`config.mk`:
```
export PLATFORM = sky130hd
export DESIGN_NAME = nocr_regs
export DESIGN_NICKNAME = d
export VERILOG_FILES = /design/src/rtl/nocr_pkg.sv /design/src/rtl/nocr_regs.sv
export SDC_FILE = /design/constraint.sdc
export NUM_CORES = 1
export LEC_CHECK = 0
export CAP_MARGIN = 20
export CORE_UTILIZATION = 25
export DETAILED_ROUTE_END_ITERATION = 10
export DONT_BUFFER_PORTS = 1
export GPL_ROUTABILITY_DRIVEN = 0
export PLACE_DENSITY_LB_ADDON = 0.2
export SLEW_MARGIN = 0
export SYNTH_ARGS = -nofsm -noshare
export SYNTH_HDL_FRONTEND = slang
export SYNTH_SLANG_ARGS = --single-unit
```
`constraint.sdc`:
```
create_clock -name clk -period 6.2 [get_ports clk]
set_clock_uncertainty 0.15 [all_clocks]
set_input_delay 0.31 -clock clk [delete_from_list [all_inputs] [get_ports clk]]
set_output_delay 0.31 -clock clk [all_outputs]
set_load 0.02 [all_outputs]
```
`src/rtl/nocr_pkg.sv`:
```
package nocr_pkg;
	// register indices; bus byte address is four times the index
	localparam logic [13:0] IDX_CAUSE = 14'h0015;
	localparam logic [13:0] IDX_MASK = 14'h0016;
	localparam logic [13:0] IDX_RTP_HI = 14'h0017;
	localparam logic [13:0] IDX_RTP_LO = 14'h0018;
	localparam logic [13:0] IDX_RLIMIT = 14'h0019;
	localparam logic [13:0] IDX_RXSPLIT = 14'h001a;
	localparam logic [13:0] IDX_TXSPLIT = 14'h001b;
	localparam logic [13:0] IDX_AUTH_HI = 14'h001c;
	localparam logic [13:0] IDX_AUTH_LO = 14'h001d;
	localparam logic [13:0] IDX_ECHO = 14'h0028;
	localparam logic [13:0] IDX_MAGIC = 14'h0029;
	localparam logic [13:0] IDX_UIP0 = 14'h002a;
	localparam logic [13:0] IDX_UNREACHABLE_DEST_PORT_HI = 14'h002e;
	localparam logic [13:0] IDX_UNREACHABLE_DEST_PORT_LO = 14'h002f;
	localparam logic [5:0] SOCK_PAGE_FIRST = 6'h04;
	localparam logic [5:0] SOCK_PAGE_LAST = 6'h07;
	localparam logic [7:0] SOCK_MODE_OFS = 8'h00;
	localparam logic [7:0] SOCK_FLAGS_OFS = 8'h02;
	// reset values
	localparam logic [7:0] MASK_RESET = 8'h00;
	localparam logic [15:0] RTP_RESET = 16'h07d0;
	localparam logic [7:0] RLIMIT_RESET = 8'h08;
	localparam logic [7:0] SPLIT_RESET = 8'h55;
	localparam logic [15:0] AUTH_RESET = 16'h0000;
	localparam logic [7:0] ECHO_RESET = 8'h28;
	localparam logic [7:0] MAGIC_RESET = 8'h00;
	localparam logic [7:0] MODE_RESET = 8'h00;
	// field positions
	localparam int MASK_RSVD_BIT = 4;
	localparam int MODE_MULTI_BIT = 7;
	localparam int MODE_ACKMC_BIT = 5;
	localparam int FLAG_TIMEOUT_BIT = 3;
	// protocol codes
	localparam logic [3:0] PROTO_CLOSED = 4'h0;
	localparam logic [3:0] PROTO_TCP = 4'h1;
	localparam logic [3:0] PROTO_UDP = 4'h2;
	localparam logic [3:0] PROTO_IPRAW = 4'h3;
	localparam logic [3:0] PROTO_MACRAW = 4'h4;
	localparam logic [3:0] PROTO_PPPOE = 4'h5;
	// buffer memory
	localparam logic [14:0] BUF_TOTAL = 15'h2000;
	localparam logic [14:0] BUF_UNIT = 15'h0400;
	// timing
	localparam int CLK_PERIOD_PS = 5000;
	localparam int RETRY_TICK_NS = 100000;
	localparam int ECHO_TICK_NS = 25000000;
	localparam int RETRY_TICK_CYCLES = RETRY_TICK_NS * 1000 / CLK_PERIOD_PS;
	localparam int ECHO_TICK_CYCLES = ECHO_TICK_NS / (CLK_PERIOD_PS / 1000);
	localparam int PRE_W = 15;
	localparam int ECHO_W = 23;
endpackage : nocr_pkg

```
`src/rtl/nocr_regs.sv`:
```
// The implementer's own choice: register access over Wishbone.
`timescale 1ns/1ps
module nocr_regs import nocr_pkg::*; #(
	parameter int RETRY_TICK = RETRY_TICK_CYCLES,
	parameter int ECHO_TICK = ECHO_TICK_CYCLES
) (
	// clock and reset
	input wire logic clk,
	input wire logic reset,
	// wishbone slave
	input wire logic cyc_i,
	input wire logic stb_i,
	input wire logic we_i,
	input wire logic [15:0] adr_i,
	input wire logic [3:0] sel_i,
	input wire logic [31:0] dat_i,
	output logic [31:0] dat_o,
	output logic ack_o,
	// events from the protocol engines
	input wire logic ip_clash_event,
	input wire logic ppp_close_event,
	input wire logic unreach_event,
	input wire logic [31:0] unreach_ip_in,
	input wire logic [15:0] unreach_port_in,
	input wire logic auth_load,
	input wire logic [15:0] auth_value_in,
	input wire logic [19:0] sock_event_set,
	// retry timers
	input wire logic [3:0] transmit_start,
	input wire logic [3:0] peer_response,
	output logic [3:0] retransmit_req,
	// ppp keepalive
	input wire logic ppp_link_up,
	output logic lcp_echo_due,
	output logic [7:0] lcp_magic_value,
	// socket configuration
	output logic [31:0] socket_mode,
	output logic [3:0] multicast_enable,
	output logic [3:0] immediate_ack,
	output logic [3:0] igmp_ver1,
	output logic [3:0] proto_legal,
	output logic [55:0] rx_base,
	output logic [55:0] rx_size,
	output logic [55:0] tx_base,
	output logic [55:0] tx_size,
	// interrupt
	output logic int_n
);

	typedef struct packed {
		logic ack;
		logic [31:0] rdata;
		logic [7:0] mask;
		logic [2:0] glob;
		logic [15:0] rtp;
		logic [7:0] rlimit;
		logic [7:0] rxsplit;
		logic [7:0] txsplit;
		logic [15:0] auth;
		logic [7:0] echo_int;
		logic [7:0] magic;
		logic [31:0] uip;
		logic [15:0] unreachable_dest_port;
		logic [3:0][7:0] mode;
		logic [3:0][4:0] sflags;
		logic [PRE_W-1:0] pre;
		logic [3:0] active;
		logic [3:0][15:0] ticks;
		logic [3:0][7:0] retries;
		logic [3:0] retx;
		logic [ECHO_W-1:0] echo_pre;
		logic [7:0] echo_cnt;
		logic echo_due;
		logic [3:0] mcast;
		logic [3:0] imm_ack;
		logic [3:0] igmp1;
		logic [3:0] legal;
		logic [3:0][13:0] rxb;
		logic [3:0][13:0] rxs;
		logic [3:0][13:0] txb;
		logic [3:0][13:0] txs;
		logic int_n;
	} nocr_state_type;

	nocr_state_type state;
	nocr_state_type next_state;

	logic [13:0] idx;
	logic [5:0] page;
	logic [7:0] pofs;
	logic req;
	logic wr_commit;
	logic [7:0] wbyte;
	logic [7:0] cause;
	logic [7:0] rbyte;
	logic pre_tick;
	logic echo_tick;

	assign idx = adr_i[15:2];
	assign page = idx[13:8];
	assign pofs = idx[7:0];
	assign req = cyc_i & stb_i;
	// a write lands on the edge where the master sees ack
	assign wr_commit = req & we_i & state.ack & sel_i[0];
	assign wbyte = dat_i[7:0];
	assign pre_tick = (state.pre == PRE_W'(RETRY_TICK - 1));
	assign echo_tick = (state.echo_pre == ECHO_W'(ECHO_TICK - 1));

	always_comb begin
		logic [14:0] racc;
		logic [14:0] tacc;
		logic [14:0] sz;
		logic [3:0] sock_any;
		logic [3:0] p;
		int s;
		racc = '0;
		tacc = '0;
		sz = '0;
		sock_any = '0;
		p = '0;
		s = 0;
		next_state = state;
		// classic wishbone: ack one cycle after request, dropped next cycle
		next_state.ack = req & ~state.ack;
		// free-running prescalers
		next_state.pre = pre_tick ? '0 : state.pre + 1'b1;
		next_state.echo_pre = echo_tick ? '0 : state.echo_pre + 1'b1;
		// register writes
		if (wr_commit) begin
			if (idx == IDX_CAUSE) begin
				next_state.glob = state.glob & ~wbyte[7:5];
			end else if (idx == IDX_MASK) begin
				next_state.mask = wbyte;
				next_state.mask[MASK_RSVD_BIT] = 1'b0;
			end else if (idx == IDX_RTP_HI) begin
				next_state.rtp[15:8] = wbyte;
			end else if (idx == IDX_RTP_LO) begin
				next_state.rtp[7:0] = wbyte;
			end else if (idx == IDX_RLIMIT) begin
				next_state.rlimit = wbyte;
			end else if (idx == IDX_RXSPLIT) begin
				next_state.rxsplit = wbyte;
			end else if (idx == IDX_TXSPLIT) begin
				next_state.txsplit = wbyte;
			end else if (idx == IDX_ECHO) begin
				next_state.echo_int = wbyte;
			end else if (idx == IDX_MAGIC) begin
				next_state.magic = wbyte;
			end else if (page >= SOCK_PAGE_FIRST && page <= SOCK_PAGE_LAST) begin
				s = int'(page[1:0]);
				if (pofs == SOCK_MODE_OFS) begin
					next_state.mode[s] = wbyte;
				end else if (pofs == SOCK_FLAGS_OFS) begin
					next_state.sflags[s] = state.sflags[s] & ~wbyte[4:0];
				end
			end
		end
		// hardware sets win over software clears
		if (ip_clash_event) begin
			next_state.glob[2] = 1'b1;
		end
		if (unreach_event) begin
			next_state.glob[1] = 1'b1;
			next_state.uip = unreach_ip_in;
			next_state.unreachable_dest_port = unreach_port_in;
		end
		if (ppp_close_event) begin
			next_state.glob[0] = 1'b1;
		end
		if (auth_load) begin
			next_state.auth = auth_value_in;
		end
		// retry timers, one per socket
		for (int i = 0; i < 4; i++) begin
			next_state.retx[i] = 1'b0;
			next_state.sflags[i] = next_state.sflags[i] | sock_event_set[i*5 +: 5];
			if (transmit_start[i]) begin
				next_state.active[i] = 1'b1;
				next_state.ticks[i] = '0;
				next_state.retries[i] = '0;
			end else if (peer_response[i]) begin
				next_state.active[i] = 1'b0;
			end else if (state.active[i] && pre_tick) begin
				if (state.ticks[i] + 16'h0001 >= state.rtp) begin
					next_state.ticks[i] = '0;
					if (state.retries[i] >= state.rlimit) begin
						// limit already used up: this expiry is one too many
						next_state.active[i] = 1'b0;
						next_state.sflags[i][FLAG_TIMEOUT_BIT] = 1'b1;
					end else begin
						next_state.retries[i] = state.retries[i] + 8'h01;
						next_state.retx[i] = 1'b1;
					end
				end else begin
					next_state.ticks[i] = state.ticks[i] + 16'h0001;
				end
			end
		end
		// lcp echo pacing, only while the ppp link is up
		next_state.echo_due = 1'b0;
		if (!ppp_link_up) begin
			next_state.echo_cnt = '0;
		end else if (echo_tick) begin
			if (state.echo_cnt + 8'h01 >= state.echo_int) begin
				next_state.echo_cnt = '0;
				next_state.echo_due = 1'b1;
			end else begin
				next_state.echo_cnt = state.echo_cnt + 8'h01;
			end
		end
		// buffer carving in socket order; a socket that does not fit gets 0
		for (int i = 0; i < 4; i++) begin
			sz = BUF_UNIT << state.rxsplit[i*2 +: 2];
			if (racc + sz <= BUF_TOTAL) begin
				next_state.rxb[i] = racc[13:0];
				next_state.rxs[i] = sz[13:0];
				racc = racc + sz;
			end else begin
				next_state.rxb[i] = '0;
				next_state.rxs[i] = '0;
				racc = BUF_TOTAL;
			end
			sz = BUF_UNIT << state.txsplit[i*2 +: 2];
			if (tacc + sz <= BUF_TOTAL) begin
				next_state.txb[i] = tacc[13:0];
				next_state.txs[i] = sz[13:0];
				tacc = tacc + sz;
			end else begin
				next_state.txb[i] = '0;
				next_state.txs[i] = '0;
				tacc = BUF_TOTAL;
			end
		end
		// socket mode decode
		for (int i = 0; i < 4; i++) begin
			p = state.mode[i][3:0];
			next_state.mcast[i] = (p == PROTO_UDP) &
				state.mode[i][MODE_MULTI_BIT];
			next_state.imm_ack[i] = (p == PROTO_TCP) &
				state.mode[i][MODE_ACKMC_BIT];
			next_state.igmp1[i] = next_state.mcast[i] &
				state.mode[i][MODE_ACKMC_BIT];
			if (p == PROTO_CLOSED || p == PROTO_TCP) begin
				next_state.legal[i] = 1'b1;
			end else if (p == PROTO_UDP || p == PROTO_IPRAW) begin
				next_state.legal[i] = 1'b1;
			end else if (p == PROTO_MACRAW || p == PROTO_PPPOE) begin
				next_state.legal[i] = (i == 0);
			end else begin
				next_state.legal[i] = 1'b0;
			end
		end
		// interrupt level follows the registered flags and mask
		for (int i = 0; i < 4; i++) begin
			sock_any[i] = |next_state.sflags[i];
		end
		next_state.int_n = ~|({next_state.glob, 1'b0, sock_any} &
			next_state.mask);
		// read data captured in the request cycle
		if (req && !state.ack) begin
			next_state.rdata = {24'h000000, rbyte};
		end
	end

	// read mux; unmapped indices read zero
	always_comb begin
		int s;
		s = int'(page[1:0]);
		cause = {state.glob, 1'b0, |state.sflags[3], |state.sflags[2],
			|state.sflags[1], |state.sflags[0]};
		if (idx == IDX_CAUSE) begin
			rbyte = cause;
		end else if (idx == IDX_MASK) begin
			rbyte = state.mask;
		end else if (idx == IDX_RTP_HI) begin
			rbyte = state.rtp[15:8];
		end else if (idx == IDX_RTP_LO) begin
			rbyte = state.rtp[7:0];
		end else if (idx == IDX_RLIMIT) begin
			rbyte = state.rlimit;
		end else if (idx == IDX_RXSPLIT) begin
			rbyte = state.rxsplit;
		end else if (idx == IDX_TXSPLIT) begin
			rbyte = state.txsplit;
		end else if (idx == IDX_AUTH_HI) begin
			rbyte = state.auth[15:8];
		end else if (idx == IDX_AUTH_LO) begin
			rbyte = state.auth[7:0];
		end else if (idx == IDX_ECHO) begin
			rbyte = state.echo_int;
		end else if (idx == IDX_MAGIC) begin
			rbyte = state.magic;
		end else if (idx >= IDX_UIP0 && idx <= IDX_UIP0 + 14'h0003) begin
			rbyte = state.uip[(3 - int'(idx[1:0] ^ IDX_UIP0[1:0]))*8 +: 8];
		end else if (idx == IDX_UNREACHABLE_DEST_PORT_HI) begin
			rbyte = state.unreachable_dest_port[15:8];
		end else if (idx == IDX_UNREACHABLE_DEST_PORT_LO) begin
			rbyte = state.unreachable_dest_port[7:0];
		end else if (page >= SOCK_PAGE_FIRST && page <= SOCK_PAGE_LAST &&
			pofs == SOCK_MODE_OFS) begin
			rbyte = state.mode[s];
		end else if (page >= SOCK_PAGE_FIRST && page <= SOCK_PAGE_LAST &&
			pofs == SOCK_FLAGS_OFS) begin
			rbyte = {3'b000, state.sflags[s]};
		end else begin
			rbyte = 8'h00;
		end
	end

	always_ff @(posedge clk) begin
		if (reset) begin
			state <= '0;
			state.mask <= MASK_RESET;
			state.rtp <= RTP_RESET;
			state.rlimit <= RLIMIT_RESET;
			state.rxsplit <= SPLIT_RESET;
			state.txsplit <= SPLIT_RESET;
			state.auth <= AUTH_RESET;
			state.echo_int <= ECHO_RESET;
			state.magic <= MAGIC_RESET;
			state.mode <= {4{MODE_RESET}};
			state.int_n <= 1'b1;
		end else begin
			state <= next_state;
		end
	end

	assign dat_o = state.rdata;
	assign ack_o = state.ack;
	assign retransmit_req = state.retx;
	assign lcp_echo_due = state.echo_due;
	assign lcp_magic_value = state.magic;
	assign socket_mode = state.mode;
	assign multicast_enable = state.mcast;
	assign immediate_ack = state.imm_ack;
	assign igmp_ver1 = state.igmp1;
	assign proto_legal = state.legal;
	assign rx_base = state.rxb;
	assign rx_size = state.rxs;
	assign tx_base = state.txb;
	assign tx_size = state.txs;
	assign int_n = state.int_n;

endmodule : nocr_regs

```
==> flow_summary.ini <==
[synth]
yosys-top-cells-area = dfxtp_1, buf_4, ha_1
yosysUniqueCellTypes = 75
synth_xor_area_frac = 0.0450
synth_flop_cell = dfxtp_1
syn_avg_cell_area_um2 = 8.37
yosysSeqAreaShare = 0.344
yosysWarningCount = 0
synthMuxAreaShare = 0.0716
syn-cell-area_um2 = 24100
yosys.area_share.simple = 0.217
synth-adder-area-share = 0.0770
synth_top_family_by_area = simple AND/OR/NAND/NOR gates
syn_inst = 2883
synth_top_area_frac = 0.344
synth_edf_count = 0
synth_compound_area_frac = 0.113
yosysTopAreaCell = dfxtp_1
synthArstFlopShare = 0
ys_seq_elements = 415

[power_and_ir_drop]
sequentialPowerShare = 0.423
clockPowerShare = 0.510
p_per_area_nw_per_um2 = 240
p_comb_frac = 0.068
power_switching_w = 0.00168
intPower_w = 0.00486
ir_worst_vdd_uv = 201
leakage_nw = 10.8
p_sw_frac = 0.257
fin_total_pwr_w = 0.00653

[detailed_routing]
wl_per_cell_um = 19.5
drtIter0Drc = 1270
ant_nets = 0
vias = 19100
drc = 0
drt-total-wl_mm = 81.5
avgViaCountPerCell = 4.56
drtPass1Iterations = 7

[timing]
rsz0062_at_grt = false
tightest_slew_ps = 1510
hold_viol = 0
max_freq_ghz = 0.190
setup_tns_ps = 0
finalCritPeriodShare = 0.848
setup_viol = 0
timing.slew.headroom = -0.00661
finalMaxSlewViolations = 26
finalCriticalPeriod_ps = 5260

[final_layout]
fin_util = 0.286
final_cell_mix = dfxtp_1, nor2_1, nand2_1
finalInstanceArea_um2 = 27200
instances_no_fill = 4179
layout-drive-gt1-share = 0.0610
fillers = 10200
syn_to_final_growth_pct = 12.8
fin_nets = 3159
layout_commonest_cell = dfxtp_1

[floorplanning]
die_x_um = 313
die_h_um = 313
io_pins = 473
dieArea_um2 = 97800
start_util = 0.253
rows = 113
core_um2 = 95300

[placed_design]
placed_cells = 3912
port_buffers = 0
dp_hpwl_mm = 57.1
placed_area_um2 = 23700

[cts]
cts_buffers = 54
clockBufferDepth = 3
root_buffer = clkbuf_16
htreeDepth = 2
cts.repair.resized = 0
clk-insertion-delay-late_ps = 650
postCtsSetupBuffers = 0
cts_tree = done
clk_pin_slew_ps = 60
cts_sinks = 415

[grt]
grt_util_met2 = 0.253
grtUsageTotal = 0.162
grt_use_met3 = 0.0413
grt_use_met1 = 0.223
antenna_found_initial = 20
grt_pass1_wl_mm = 120
top_usage_layer = met2
grt_overflow = 0
grt_pass1_vias = 17900
grt_max_degree = 219

[run]
drv_cap = 0

[setup_path]
crit_path_start_kind = register
critPathRequiredTime_ps = 6610
arrival_ps = 5670
worst-path-max-fanout = 13
endpoint_kind = register
r2r_slack_ps = 940
critPathKind = register to register

[min_path]
hold_path_class = input port to register

[outcome]
violations = max-slew violations
status = finished with violations
[state kept, by name, indices dropped and copies added, names as in the netlist, 8 cells and up]
signal	flops
rx_size	16
socket_mode	32
tx_base	12
lcp_magic_value	8
dat_o	8
tx_size	16
rx_base	12
state	285
[final timing paths]
check        cells past startpoint    endpoint               start
max                             16  state[395]          state[309]
min                              3  state[410]  sock_event_set[18]
max reg2reg                     16  state[395]          state[309]
min reg2reg                      1  state[377]          state[377]
[power by group through the flow]
stage / sequential [W] / clock (W) / combinational [W]
finish: 0.00276 / 0.00333 / 0.000442
CTS: 0.00276 / 0.00344 / 0.000443
global placement: 0.00282 / 0 / 0.000274
detailed placement: 0.00282 / 0 / 0.000274
global route: 0.00276 / 0.00354 / 0.000476
floorplan: 0.00279 / 0 / 0.000400
[logic make-up (layout without fill, tap and decap cells)]
kind of cell	Yosys count	count (layout)
multiplexers	144	144
AO/OA/AOI/OAI	454	454
flip-flops	415	415
buffers and inverters	535	365
adder cells (fa/ha/maj)	145	145
AND/OR/NAND/NOR	1065	1065
XOR/XNOR	124	124
other	1	202
[layer usage]
layer	routed length [um]	up-vias
met5	113	-
met4	1300	18
met3	5390	89
met2	36500	524
met1	38300	9032
li1	-	9387
[cell type report]
cell class              count  area [um2]  share of cell area
multi-input cells        2124       13400               0.491
flip-flops and latches    415        8310               0.305
repair buffers            172        1720              0.0632
well taps                1265        1580              0.0581
clock buffers              74        1530              0.0561
inverters                  93         349              0.0128
clock inverters            26         344              0.0126
diodes                     10        25.0            0.000919
[metrics by stage]
step | hold slack, ps | setup WS (ps)
after floorplan | 263 | 1590
after detailed placement | 285 | 1020
after global placement | 279 | 1070
final | 8.25 | 942
after global routing | 2.03 | 513
after CTS | 0.167 | 899
[repair_timing]
item,4_1_cts,5_1_grt
hold buffers,156,1
hold endpoints to repair,271,1
setup endpoints to repair,0,0
[Yosys cell counts (6+ instances only)]
cell type	n
or3_1	26
o211ai_1	10
nor3_1	72
buf_4	316
buf_1	14
and4_1	10
nor4b_1	6
clkbuf_1	107
a211o_1	20
a211oi_1	23
a31oi_1	10
and2_1	15
mux2i_1	112
nor4_1	16
xnor2_1	47
nor2b_1	59
nand4_1	22
or4_1	8
mux2_2	10
nand3_1	72
nor3b_1	15
a22o_1	9
mux4_2	22
xor2_1	77
a21oi_1	191
fa_1	6
and3_1	29
inv_1	93
ha_1	139
a22oi_1	12
dfxtp_1	415
nand2b_1	37
nand2_1	244
o21ai_0	111
or2_2	18
nand3b_1	43
nor2_1	345
a21o_1	23
a222oi_1	8
[critical path: stages (launching register included)]
cell           delay [ps]
dfxtp_1               420
ha_1                  260
nand3_1               210
nor3_1                530
and3_1                330
and3_1                290
nand3_1               120
xnor2_1               160
ha_1                  300
and4_1                230
o2111ai_1             110
o21ai_1               180
buf_4                 220
nand3_1               110
o31ai_1               660
dlygate4sd3_1         710
nor2b_1               140
Note: power is estimated with default switching activity, not from simulation.
